===== config.mk =====
export PLATFORM = sky130hd
export DESIGN_NAME = irx_dma_ctl
export DESIGN_NICKNAME = d
export VERILOG_FILES = /design/src/logic/irx_pkg.sv /design/src/logic/irx_ptr_mem.sv /design/src/logic/irx_ctx_sel.sv /design/src/logic/irx_dma_ctl.sv
export SDC_FILE = /design/constraint.sdc
export NUM_CORES = 1
export LEC_CHECK = 0
export ABC_AREA = 1
export BUFFER_PORTS_ARGS = -buffer_cell sky130_fd_sc_hd__buf_2
export CAP_MARGIN = 25
export CORE_MARGIN = 2
export CORE_UTILIZATION = 40
export DETAILED_ROUTE_END_ITERATION = 8
export SLEW_MARGIN = 40
export SYNTH_ARGS = -nofsm -noshare
export SYNTH_HDL_FRONTEND = slang
export SYNTH_SLANG_ARGS = --single-unit

===== constraint.sdc =====
create_clock -name ref_clk -period 4.3 [get_ports ref_clk]
set_input_delay 0.645 -clock ref_clk [delete_from_list [all_inputs] [get_ports ref_clk]]
set_output_delay 0.645 -clock ref_clk [all_outputs]
set_load 0.02 [all_outputs]

===== src/logic/irx_pkg.sv =====
// shared constants and carrier types for the isochronous dma context control block
package irx_pkg;
    localparam int ADDR_W = 12;
    localparam int TX_CTX_N = 8;
    localparam int RX_CTX_N = 4;
    // register map, byte addresses
    localparam logic [ADDR_W-1:0] TXPTR_BASE = 12'h20C;
    localparam logic [ADDR_W-1:0] TXPTR_STRIDE = 12'h010;
    localparam logic [ADDR_W-1:0] RXCTL_SET_BASE = 12'h400;
    localparam logic [ADDR_W-1:0] RXCTL_CLR_BASE = 12'h404;
    localparam logic [ADDR_W-1:0] RXCTL_STRIDE = 12'h020;
    // receive context control field positions
    localparam int B_PACK = 31;
    localparam int B_HDR = 30;
    localparam int B_TSTART = 29;
    localparam int B_MULTI = 28;
    localparam int B_SPLIT = 27;
    localparam int B_RUN = 15;
    localparam int B_WAKE = 12;
    localparam int B_DEAD = 11;
    localparam int B_ACTIVE = 10;
    localparam int SPD_LO = 5;
    localparam logic [31:0] RXCTL_RESET = 32'h0000_0000;
    // isochronous header: channel field
    localparam int HDR_CH_LO = 8;
    localparam int CH_W = 6;
    localparam int CYC_W = 13;

    typedef struct packed {
        logic pack_fill_mode;
        logic header_retention;
        logic timed_start_enable;
        logic multichannel_reception;
        logic split_payload_mode;
        logic run;
        logic wake;
        logic dead;
        logic active;
        logic [2:0] spd;
    } irx_ctl_t;

    // one beat of a received packet from the link side
    typedef struct packed {
        logic valid;
        logic first;
        logic last;
        logic [2:0] speed;
        logic [31:0] data;
    } irx_beat_t;

    // cycle start packet seen by the link
    typedef struct packed {
        logic valid;
        logic [CYC_W-1:0] cycle;
        logic [15:0] stamp;
    } irx_cyc_t;

    // one quadlet written towards the receive buffers
    typedef struct packed {
        logic valid;
        logic [1:0] ctx;
        logic second;
        logic buf_end;
        logic last;
        logic [31:0] data;
    } irx_out_t;

    // control register image as software sees it
    function automatic logic [31:0] ctl_word(input irx_ctl_t c);
        logic [31:0] w;
        w = 32'h0000_0000;
        w[B_PACK] = c.pack_fill_mode;
        w[B_HDR] = c.header_retention;
        w[B_TSTART] = c.timed_start_enable;
        w[B_MULTI] = c.multichannel_reception;
        w[B_SPLIT] = c.split_payload_mode;
        w[B_RUN] = c.run;
        w[B_WAKE] = c.wake;
        w[B_DEAD] = c.dead;
        w[B_ACTIVE] = c.active;
        w[SPD_LO+2:SPD_LO] = c.spd;
        return w;
    endfunction
endpackage


===== src/logic/irx_ptr_mem.sv =====
// small register-file memory holding the transmit descriptor pointers
`timescale 1ns/1ns
module irx_ptr_mem #(
    parameter int DEPTH = 8,
    parameter int W = 32,
    parameter int AW = 3
) (
    // clock and reset
    input wire logic ref_clk,
    input wire logic rst_n,
    // write port
    input wire logic we,
    input wire logic [AW-1:0] waddr,
    input wire logic [W-1:0] wdata,
    // read port, data one cycle after re
    input wire logic re,
    input wire logic [AW-1:0] raddr,
    output logic [W-1:0] rdata_q
);
    logic [W-1:0] mem [DEPTH];

    // storage has no reset; software reads garbage before the first load
    always_ff @(posedge ref_clk) begin
        if (we) begin
            mem[waddr] <= wdata;
        end
    end

    // registered read; a write in the same cycle shows on the next read
    always_ff @(posedge ref_clk or negedge rst_n) begin
        if (!rst_n) begin
            rdata_q <= '0;
        end else if (re) begin
            rdata_q <= mem[raddr];
        end
    end
endmodule


===== src/logic/irx_ctx_sel.sv =====
// picks the receive context that takes a packet on a given channel
`timescale 1ns/1ns
module irx_ctx_sel
    import irx_pkg::*;
(
    // packet channel and per-context settings
    input wire logic [CH_W-1:0] chan,
    input wire irx_ctl_t [RX_CTX_N-1:0] ctl,
    input wire logic [RX_CTX_N-1:0][CH_W-1:0] match_chan,
    input wire logic [63:0] chan_mask,
    // result
    output logic hit,
    output logic [1:0] ctx
);
    // lowest numbered active context wins; several multichannel users are undefined
    always_comb begin
        hit = 1'b0;
        ctx = 2'h0;
        for (int i = RX_CTX_N - 1; i >= 0; i--) begin
            if (ctl[i].active && (ctl[i].multichannel_reception ? chan_mask[chan]
                    : (match_chan[i] == chan))) begin
                hit = 1'b1;
                ctx = 2'(i);
            end
        end
    end
endmodule


===== src/logic/irx_dma_ctl.sv =====
// isochronous dma context control: pointer readback, receive control, packet shaping
`timescale 1ns/1ns
module irx_dma_ctl
    import irx_pkg::*;
#(
    parameter int SPLIT_FIRST_Q = 2,
    parameter int BUF_Q = 256
) (
    // clock and reset
    input wire logic ref_clk,
    input wire logic rst_n,
    // register port
    input wire logic [ADDR_W-1:0] reg_addr,
    input wire logic [31:0] reg_wdata,
    input wire logic reg_wr,
    input wire logic reg_rd,
    output logic [31:0] reg_rdata,
    // transmit engine: first descriptor address at run
    input wire logic tx_ptr_load,
    input wire logic [2:0] tx_ptr_ctx,
    input wire logic [31:0] tx_ptr_addr,
    // receive engine events, one bit per context
    input wire logic [RX_CTX_N-1:0] desc_fetch,
    input wire logic [RX_CTX_N-1:0] fatal_err,
    // match and mask settings held elsewhere
    input wire logic [RX_CTX_N-1:0][CH_W-1:0] match_chan,
    input wire logic [RX_CTX_N-1:0][CYC_W-1:0] start_cycle_value,
    input wire logic [63:0] chan_mask,
    // link receive side
    input wire irx_beat_t link_beat,
    input wire irx_cyc_t cyc_start,
    output logic link_ready,
    // towards receive buffers
    output irx_out_t buf_out
);
    typedef struct packed {
        irx_ctl_t [RX_CTX_N-1:0] ctl;
        logic [31:0] rdata;
        logic rd_tx;
        logic busy;
        logic [1:0] ctx;
        logic [7:0] qcnt;
        logic trailer;
        logic [15:0] stamp;
        logic [RX_CTX_N-1:0][15:0] fill;
        logic ready;
        irx_out_t out;
    } irx_state_t;

    irx_state_t s_r;
    irx_state_t s_nxt;
    logic [ADDR_W-1:0] tx_off;
    logic [ADDR_W-1:0] rx_off;
    logic tx_hit;
    logic rx_hit;
    logic [1:0] rx_idx;
    logic [2:0] tx_idx;
    logic [31:0] mem_q;
    logic sel_hit;
    logic [1:0] sel_ctx;

    // address decode for both register groups
    always_comb begin
        tx_off = reg_addr - TXPTR_BASE;
        rx_off = reg_addr - RXCTL_SET_BASE;
        tx_idx = tx_off[6:4];
        rx_idx = rx_off[6:5];
        tx_hit = (reg_addr >= TXPTR_BASE) && (tx_off[3:0] == 4'h0)
            && (tx_off < TXPTR_STRIDE * 12'(TX_CTX_N));
        rx_hit = (reg_addr >= RXCTL_SET_BASE) && (rx_off < RXCTL_STRIDE * 12'(RX_CTX_N))
            && ((rx_off[4:0] == 5'h00) || (rx_off[4:0] == 5'h04));
    end

    // pointer captured when the transmit engine starts a context
    irx_ptr_mem #(
        .DEPTH(TX_CTX_N),
        .W(32),
        .AW(3)
    ) u_ptr_mem (
        .ref_clk(ref_clk),
        .rst_n(rst_n),
        .we(tx_ptr_load),
        .waddr(tx_ptr_ctx),
        .wdata(tx_ptr_addr),
        .re(reg_rd && tx_hit),
        .raddr(tx_idx),
        .rdata_q(mem_q)
    );

    irx_ctx_sel u_sel (
        .chan(link_beat.data[HDR_CH_LO +: CH_W]),
        .ctl(s_r.ctl),
        .match_chan(match_chan),
        .chan_mask(chan_mask),
        .hit(sel_hit),
        .ctx(sel_ctx)
    );

    // software set or clear of one context control word
    function automatic irx_ctl_t sw_apply(input irx_ctl_t c, input logic [31:0] w,
            input logic set);
        irx_ctl_t r;
        logic [31:0] cur;
        logic [31:0] upd;
        r = c;
        cur = ctl_word(c);
        upd = set ? (cur | w) : (cur & ~w);
        r.pack_fill_mode = upd[B_PACK];
        r.header_retention = upd[B_HDR];
        r.timed_start_enable = upd[B_TSTART];
        r.multichannel_reception = upd[B_MULTI];
        r.run = upd[B_RUN];
        r.wake = set ? upd[B_WAKE] : c.wake;

        if (!(c.active || c.run)) begin
            r.split_payload_mode = upd[B_SPLIT];
        end

        if (r.split_payload_mode) begin
            r.multichannel_reception = 1'b0;
            r.pack_fill_mode = 1'b0;
        end

        if (c.run && !r.run) begin
            r.dead = 1'b0;
            r.active = 1'b0;
        end
        return r;
    endfunction

    // next state: registers, context sequencing, packet shaping
    always_comb begin
        logic e_valid;
        logic e_last;
        logic e_second;
        logic [31:0] e_data;
        logic [1:0] e_ctx;
        logic [15:0] f;
        logic sw_wake;
        irx_ctl_t c;
        logic [31:0] tw;
        e_valid = 1'b0;
        e_last = 1'b0;
        e_second = 1'b0;
        e_data = 32'h0000_0000;
        e_ctx = s_r.ctx;
        f = 16'h0000;
        sw_wake = 1'b0;
        c = s_r.ctl[0];
        tw = 32'h0000_0000;
        s_nxt = s_r;
        s_nxt.out.valid = 1'b0;
        s_nxt.out.last = 1'b0;
        s_nxt.out.buf_end = 1'b0;
        s_nxt.rd_tx = reg_rd && tx_hit;

        // register reads, reserved and unmapped return zero
        if (reg_rd) begin
            s_nxt.rdata = rx_hit ? ctl_word(s_r.ctl[rx_idx]) : 32'h0000_0000;
        end

        // per-context control: software first, hardware events after so sets win
        for (int i = 0; i < RX_CTX_N; i++) begin
            c = s_r.ctl[i];
            sw_wake = 1'b0;
            if (reg_wr && rx_hit && (rx_idx == 2'(i))) begin
                c = sw_apply(c, reg_wdata, rx_off[4:0] == 5'h00);
                sw_wake = (rx_off[4:0] == 5'h00) && reg_wdata[B_WAKE];
            end

            if (desc_fetch[i] && !sw_wake) begin
                c.wake = 1'b0;
            end

            if (fatal_err[i] && c.run) begin
                c.dead = 1'b1;
                c.active = 1'b0;
            end else if (c.run && !c.dead && !c.active) begin
                if (!c.timed_start_enable) begin
                    c.active = 1'b1;
                end else if (cyc_start.valid && (cyc_start.cycle == start_cycle_value[i])) begin
                    c.active = 1'b1;
                    c.timed_start_enable = 1'b0;
                end
            end

            s_nxt.ctl[i] = c;
        end

        // latest cycle start stamp for trailers
        if (cyc_start.valid) begin
            s_nxt.stamp = cyc_start.stamp;
        end

        // packet path
        if (s_r.trailer) begin
            // status and timestamp close a packet kept with its header
            e_valid = 1'b1;
            e_last = 1'b1;
            // status half taken from a temporary; a call result cannot be sliced
            // low half only: run, wake, dead, active and speed of the context
            tw = ctl_word(s_r.ctl[s_r.ctx]);
            e_data = {tw[15:0], s_r.stamp};
            s_nxt.trailer = 1'b0;
            s_nxt.ready = 1'b1;
        end else if (link_beat.valid && s_r.ready) begin
            if (link_beat.first) begin
                s_nxt.busy = sel_hit && !link_beat.last;
                s_nxt.ctx = sel_ctx;
                e_ctx = sel_ctx;
                s_nxt.qcnt = 8'h00;
                if (sel_hit) begin
                    s_nxt.ctl[sel_ctx].spd = link_beat.speed;
                    if (s_r.ctl[sel_ctx].header_retention) begin
                        e_valid = 1'b1;
                        e_data = link_beat.data;
                        s_nxt.trailer = link_beat.last;
                        s_nxt.ready = !link_beat.last;
                    end
                    // header dropped otherwise
                end
            end else if (s_r.busy) begin
                e_valid = 1'b1;
                e_data = link_beat.data;
                e_second = s_r.ctl[s_r.ctx].split_payload_mode
                    && (s_r.qcnt >= 8'(SPLIT_FIRST_Q));
                if (s_r.qcnt != 8'hFF) begin
                    s_nxt.qcnt = s_r.qcnt + 8'h01;
                end
                if (link_beat.last) begin
                    s_nxt.busy = 1'b0;
                    if (s_r.ctl[s_r.ctx].header_retention) begin
                        s_nxt.trailer = 1'b1;
                        s_nxt.ready = 1'b0; // one-beat stall for the trailer
                    end else begin
                        e_last = 1'b1;
                    end
                end
            end
        end

        // buffer accounting: packed fill closes on size, otherwise on each packet end
        if (e_valid) begin
            f = s_r.fill[e_ctx] + 16'h0001;
            s_nxt.out.valid = 1'b1;
            s_nxt.out.ctx = e_ctx;
            s_nxt.out.data = e_data;
            s_nxt.out.last = e_last;
            s_nxt.out.second = e_second;
            if (s_r.ctl[e_ctx].pack_fill_mode) begin
                s_nxt.out.buf_end = (f == 16'(BUF_Q));
                s_nxt.fill[e_ctx] = (f == 16'(BUF_Q)) ? 16'h0000 : f;
            end else begin
                s_nxt.out.buf_end = e_last;
                s_nxt.fill[e_ctx] = 16'h0000;
            end
        end
    end

    // single state register
    always_ff @(posedge ref_clk or negedge rst_n) begin
        if (!rst_n) begin
            s_r <= '0;
            s_r.ready <= 1'b1;
        end else begin
            s_r <= s_nxt;
        end
    end

    // outputs; pointer reads come from the memory's own read register
    assign reg_rdata = s_r.rd_tx ? mem_q : s_r.rdata;
    assign link_ready = s_r.ready;
    assign buf_out = s_r.out;

    // usage notes for whoever integrates this block
    //
    // register port
    // - reads answer in the cycle after the strobe, never stretched
    // - control reads and pointer reads come from two registers
    // - the final select between them is the only logic after a flop
    // - unmapped addresses read zero and swallow writes
    // - pointer addresses are read only; writes there are dropped

    // context control
    // - software set and clear land first, hardware events after them
    // - so a fatal error in the same cycle as a set still sets dead
    // - a wake set by software beats a descriptor fetch in that cycle
    // - clearing run drops active and dead together
    // - split mode is frozen while run or active, old value kept
    // - split mode forces pack fill and multichannel low at every write

    // timed start
    // - compares only the cycle count, not the seconds bits
    // - the enable falls on the same edge that raises active
    // - a context waiting for its cycle takes no packets

    // channel selection
    // - lowest numbered active context wins a shared channel
    // - two multichannel users give no error, only the lowest one
    // - software must keep to one multichannel user

    // packet shaping
    // - header kept only with header retention, else dropped
    // - a kept header costs one stall cycle for the trailer
    // - trailer carries the low status half and the latest stamp
    // - the stamp is whatever cycle start came last, even mid packet
    // - split point is a fixed quadlet count, not a byte count
    // - the second part is only marked, the buffers lie downstream

    // buffer accounting
    // - pack fill counts quadlets per context, closes at the size
    // - without pack fill every packet end closes its buffer
    // - the counter saturates nowhere; size must fit sixteen bits
    // - a packet cut by a full buffer continues in the next one

    // limits
    // - payload index saturates at 255 quadlets for the split test
    // - longer packets keep streaming into the second part
    // - pointer storage has no reset and reads unknown until loaded
    // - the link side must hold a beat until ready is seen high
    // - beats offered during the trailer stall are simply not taken
endmodule


==> results by group, run 1 <==
Final layout
  • Non-Filler Instances: around 3.7k
  • Synthesis-to-finish area growth: 21.3%
  • Most common cell after layout, fill and taps aside: nand2_1
  • Layout cells sized above 1: between 20 and 25%
  • Layout Nets: ~3.2k
  • Most frequent cells in the layout: 511 x nand2_1, 344 x buf_2, 284 x o21ai_0

STA
  • Fmax: between 0.2 and 0.3 GHz
  • Setup WS post-layout: roughly 460 ps
  • Tmin final: ~3800 ps
  • Worst Tran Pin Value: 844 ps
  • Final Skew: approximately 65 ps
  • Slew Limit Headroom: 43.6%
  • Hold Fails Final Rpt: 0
  • Slew Limit Fails: 0
  • Final Cycle Share: roughly nine tenths
  • Final Setup Violations: 0
  • RSZ-0062 raised after global routing: false
  • Final hold slack: about 220 ps

Power and ir drop
  • Proportion of power drawn by the clock network: between 40% and 50%
  • Worst VDD drop: between 0.0003 and 0.0004 V
  • Internal Power: between 8 and 9 mW
  • Leakage: 12.4 nW
  • Logic pwr share: between 7 and 8%
  • PwrDens: 377 nW/um^2
  • Sw Share: between 20% and 30%
  • Reg power frac: 46.9%
  • Total power: around 11 mW
  • Switching power: 2.51 mW

Global routing
  • Initial antenna violation count: 9
  • Total GRT Usage: a little under a quarter
  • Gr ovfl total: 0
  • Vias in the first global route: 19.5k
  • Largest net degree at the start of global routing: around 110
  • First-pass GRT wire length: between 100 and 150 mm

Clocking
  • Worst-path clk slew: about 60 ps
  • H-tree depth: 2
  • Root buffer cell: clkbuf_16
  • CTS Buf Count: 52
  • Setup bufs post-CTS: 0
  • Clock Path Buffers: 3
  • Latest clock arrival within the worst-skew pair: about 640 ps
  • CTS sink cnt: 480
  • CTS tree: done

Route
  • WL per Instance: 19.7 um
  • DR pass1 iterations: 6
  • DR vias: 20.1k
  • # DRC: 0
  • Via density: between 5 and 6
  • Starting DRC count in detailed routing: ~1.7k
  • ANT nets after route: 0
  • Routed wire length: 73.1 mm

Worst setup path
  • Worst path required time: ~4800 ps
  • Worst R2R Setup Slack: about 510 ps
  • Delay of the slowest cell on the worst path: between 200 and 300 ps
  • Most used cell, CP: nand3_1
  • R2r worst-path depth: 23
  • Critical path's slowest cell: inv_2
  • Setup crit start kind: primary input
  • Crit Path Category: in2reg
  • CP arrival: roughly 4300 ps
  • CP Max Fanout: 18
  • R2r startpoint: link_ready$_DFFE_PN1P_
  • CP Capture Type: register
  • Reg-to-reg endpoint: s_r[72]$_DFFE_PN0P_

Synthesis
  • Syn_nets: about 2.8k
  • Mapped Area: 23300 sq um
  • Mean area per synthesized cell: roughly 9 sq um
  • Async set-reset flop share out of synthesis: between 40% and 50%
  • Seq/Total Area, Yosys: 57.0%
  • Synth Flop Type: edfxtp_1
  • Yosys top cell by area: edfxtp_1
  • Post-synth EDFFs: around 260
  • Synth warn: 0
  • Gate Count Post-Synth: approximately 2.5k
  • Ranking of synthesized cells by area: edfxtp_1 33%, dfrtp_1 24%, nand2_1 8.2%
  • Synth Register Bits: 480
  • Synth top area share: around a third
  • Netlist cell types: between 50 and 60

Job
  • Max cap viols: 0

Floorplanning
  • Starting Density: 40.5%
  • Area of the core: 57700 sq um
  • Die Y: 246 um
  • I/O Pins: ~370
  • Rows: 88
  • Die area: approximately 60000 sq um
  • DIE WIDTH: around 250 um

Place
  • Setup WS pre-CTS: -254 ps
  • DP Cell Count: between 3k and 4k
  • Number of I/O port buffers: around 350
  • HPWL Detailed: 49.8 mm
  • GPL Wtd Cong: 0.931

Worst hold path
  • Hold path start: desc_fetch[0]
  • Worst Hold Depth: 2
  • HP Class: in2reg
  • Sink of the worst hold path: s_r[169]$_DFFE_PN0P_

Outcome
  • Status: complete, no violations
## final cells by class
type	count	area, sq um
clock buffer	66	1430
fill	5475	29400
antenna	8	20.0
tap	765	957
clock inverter	31	448
timing repair buffer	476	2870
multi-input combinational	1651	8400
inverter	235	890
sequential	480	13300
## power groups by stage
stage	registers, mW	logic [mW]	clock network, mW
floorplan	5.09	0.416	0
global route	5.01	0.912	5.11
global placement	5.09	0.788	0
finish	5.00	0.820	4.86
CTS	5.00	0.818	4.93
detailed placement	5.10	0.813	0
## stage by stage
step	cell area [sq um]	setup TNS (ps)	utilization, %
after detailed placement	26300	-6250	45.6
after floorplan	23300	0	-
after CTS	28200	0	48.9
after global routing	28300	0	49.1
after global placement	26300	-3800	45.5
final	28300	0	49.1
## sequential cells by signal, summed over array words and instances, names as in the netlist, named ones only
name / cells
link_ready: 1
buf_out: 38
s_r: 149
u_ptr_mem.rdata_q: 32
u_ptr_mem.mem: 256
## cells by family (layout without fill, tap and decap cells)
kind of cell               after synthesis  after routing  synth area share (%)
adders and majority gates                3              3                 0.161
other                                    0              8                     0
AOI/OAI and AO/OA                      534            534                  14.0
and+or+nand+nor                       1071           1071                  19.8
xor gates and xnor gates                42             42                  1.58
buffers and inverters                  399            808                  7.49
DFF                                    480            480                  57.0
muxes                                    1              1                0.0429
## synthesized netlist by cell type, types with 17 or more instances
cell,count
buf_2,18
nand2_1,512
buf_4,42
o21ai_0,284
nand4_1,29
clkbuf_1,93
edfxtp_1,256
nand3_1,200
nor2_1,246
or2_2,17
dfrtp_1,223
o221ai_1,70
inv_1,222
xor2_1,27
a21oi_1,39
o22ai_1,53
## critical path, delay by kind of cell
kind / cells / cell delay (ps)
simple gates: 23 / 2520
fa+ha+maj: 1 / 250
compound gates: 1 / 130
buf+inv: 6 / 730
## layer usage
metal	up-vias	wire [um]	global-route usage (%)
met5	-	42	0
met4	6	2230	8.11
met3	145	5500	4.35
met2	777	34000	38.5
met1	9711	31300	32.2
li1	9429	-	-
## how the worst max path moves through the flow
stage	slack, ps	end	startpoint
detailed placement	-250	s_r[87]$_DFFE_PN0P_	link_beat[8]
global route	20	s_r[72]$_DFFE_PN0P_	link_beat[8]
global placement	-210	s_r[40]$_DFFE_PN0P_	link_beat[8]
finish	460	s_r[72]$_DFFE_PN0P_	link_beat[9]
CTS	340	s_r[56]$_DFFE_PN0P_	link_beat[8]
floorplan	400	s_r[55]$_DFFE_PN0P_	link_beat[9]
## repair_timing
action,in CTS,in global routing
endpoints found under the hold margin,41,0
hold buffers,1,0
setup endpoints to repair,0,15
resized for setup,0,5
(Power assumes the default switching activity.)
==> inputs of run 2 (changes only) <==
--- a/config.mk
+++ b/config.mk
@@ -10,6 +10,7 @@
 export CAP_MARGIN = 25
 export CORE_MARGIN = 2
 export CORE_UTILIZATION = 40
+export CTS_BUF_LIST = sky130_fd_sc_hd__clkbuf_16
 export DETAILED_ROUTE_END_ITERATION = 8
 export SLEW_MARGIN = 40
 export SYNTH_ARGS = -nofsm -noshare
==> constraint.sdc (replaced) <==
create_clock -name ref_clk -period 3.93 [get_ports ref_clk]
set_input_delay 0.5895 -clock ref_clk [delete_from_list [all_inputs] [get_ports ref_clk]]
set_output_delay 0.5895 -clock ref_clk [all_outputs]
set_load 0.02 [all_outputs]
==> results by group, run 2 (synthesis results as in run 1) <==
Outcome
  • Status: complete, no violations

Worst setup path
  • Setup crit start kind: register
  • CP Capture Type: register
  • Worst path required time: between 4000 and 5000 ps
  • R2r startpoint: s_r[208]$_DFFE_PN0P_
  • Worst R2R Setup Slack: 260 ps
  • CP arrival: about 4100 ps
  • Reg-to-reg endpoint: s_r[88]$_DFFE_PN0P_
  • Crit Path Category: reg2reg
  • CP Max Fanout: 13
  • R2r worst-path depth: 24

STA
  • Final Setup Violations: 0
  • Final hold slack: 169 ps
  • Tmin final: 3670 ps
  • Slew Limit Headroom: 48.9%
  • Final Cycle Share: about 93%
  • Slew Limit Fails: 0
  • Hold Fails Final Rpt: 0
  • Fmax: about 0.27 GHz
  • RSZ-0062 raised after global routing: false
  • Setup WS post-layout: 264 ps
  • Final Skew: about 60 ps
  • Worst Tran Pin Value: ~760 ps

Clocking
  • Latest clock arrival within the worst-skew pair: roughly 620 ps
  • Clock Path Buffers: 3
  • CTS Buf Count: between 50 and 60
  • CTS tree: done
  • Worst-path clk slew: roughly 60 ps
  • CTS sink cnt: 480
  • H-tree depth: 2
  • Root buffer cell: clkbuf_16

Route
  • DR pass1 iterations: 5
  • Via density: between 5 and 6
  • Routed wire length: about 73 mm
  • # DRC: 0
  • DR vias: roughly 20k
  • Starting DRC count in detailed routing: approximately 1.7k
  • WL per Instance: roughly 20 um
  • ANT nets after route: 0

Floorplanning
  • Die area: between 60000 and 70000 sq um
  • Rows: 88
  • Starting Density: between 40% and 50%
  • I/O Pins: about 370
  • Die Y: 246 um
  • Area of the core: slightly below 60000 sq um
  • DIE WIDTH: ~250 um

Final layout
  • Largest reg by FF count: u_ptr_mem.mem
  • Final core occ: about half
  • Layout cells sized above 1: about 23%
  • Most common cell after layout, fill and taps aside: nand2_1
  • Fill count: 5422
  • Synthesis-to-finish area growth: 22.1%
  • Sequential Area: between 10000 and 15000 sq um
  • Largest register FFs: 256
  • Layout Nets: about 3.2k
  • Multi-input logic area: between 8000 and 9000 sq um
  • Final instance area: 28500 sq um
  • Most frequent cells in the layout: 510 x nand2_1, 343 x buf_2, 284 x o21ai_0

Worst hold path
  • Hold path start: desc_fetch[0]
  • Worst Hold Depth: 2
  • Sink of the worst hold path: s_r[169]$_DFFE_PN0P_
  • HP Class: in2reg

Job
  • Max cap viols: 0

Global routing
  • Largest net degree at the start of global routing: roughly 130
  • Initial antenna violation count: 16
  • Total GRT Usage: approximately a quarter
  • First-pass GRT wire length: ~110 mm
  • Gr ovfl total: 0
  • Vias in the first global route: between 15k and 20k

Place
  • Placed cell area: approximately 27000 sq um
  • Number of I/O port buffers: between 300 and 400
  • Setup WS pre-CTS: -633 ps
  • GPL Wtd Cong: 0.937
  • HPWL Detailed: roughly 50 mm

Power and ir drop
  • Worst VDD drop: 0.000352 V
  • PwrDens: ~400 nW/um^2
  • Leakage: around 13 nW
==> run 2: changes by cell type in the layout (fill, tap and decap cells not counted), moves of 7 or more <==
cell,before,now
nor2_1,237,230
inv_1,220,229
buf_4,119,146
clkbuf_8,8,0
==> run 2: stage by stage <==
step | TNS [ps] | total power, mW | cells
6_report | 0 | 11.2 | 3749
5_1_grt | 0 | 11.6 | 3740
4_1_cts | 0 | 11.3 | 3734
3_5_place_dp | -31600 | 6.48 | 3638
3_3_place_gp | -25900 | 6.45 | 3636
2_1_floorplan | 0 | 6.02 | 2530
==> run 2: worst max path at each step <==
stage	start	endpoint	cells past startpoint
finish	s_r[208]$_DFFE_PN0P_	s_r[88]$_DFFE_PN0P_	24
global route	s_r[208]$_DFFE_PN0P_	s_r[72]$_DFFE_PN0P_	24
CTS	link_beat[8]	s_r[88]$_DFFE_PN0P_	32
detailed placement	link_beat[8]	s_r[88]$_DFFE_PN0P_	31
global placement	link_beat[8]	s_r[79]$_DFFE_PN0P_	31
floorplan	link_beat[9]	s_r[55]$_DFFE_PN0P_	27
==> run 2: where the power goes <==
part | internal, mW | total, mW | switching [mW]
clock network | 2.75 | 4.80 | 2.06
registers | 5.44 | 5.48 | 0.0389
logic | 0.325 | 0.917 | 0.593
==> run 2: final cells by class <==
cell class / instances / area share, %
sequential: 480 / 46.7
multi-input combinational: 1651 / 29.7
timing repair buffer: 509 / 11.1
clock buffer: 52 / 4.57
tap: 765 / 3.36
inverter: 235 / 3.16
clock inverter: 43 / 1.32
antenna: 13 / 0.114
timing repair inverter: 1 / 0.0307
==> run 2: worst max-delay path, cell delays in order, from the launching register on <==
cell and delay (ps):
dfrtp_1 420, o21bai_1 170, or4_4 550, a21oi_2 170
nand2_1 100, nand2_2 80, nand2_4 60, nand2_4 100
buf_4 170, nand3_1 70, nand2_1 70, nand2_1 40
nand2_1 100, ha_2 230, inv_1 60, nor2_2 170
nand3_1 150, nor2_2 160, nand3_1 90, nand2_1 70
nand2_1 60, nor2_2 120, nand2_4 130, nand3_1 110
nand2_1 60
==> run 2: metal layers <==
| metal | global-route usage (%) | up-vias | share of wire [%] | routed length [um] |
|---|---|---|---|---|
| met5 | 0 | - | 0.16 | 115 |
| met4 | 8.70 | 16 | 3.3 | 2410 |
| met3 | 5.15 | 163 | 8.3 | 6090 |
| met2 | 38.9 | 801 | 46 | 34000 |
| met1 | 31.8 | 9715 | 42 | 30800 |
| li1 | - | 9507 | - | - |
==> run 2: repair_timing <==
item                                   CTS  global route
hold buffers                             1             0
endpoints found under the hold margin   47             0
buffers inserted                         0             0
gates cloned                             0             2
resized for setup                        1            28
pin swaps                                0             1
setup endpoints to repair               12            65
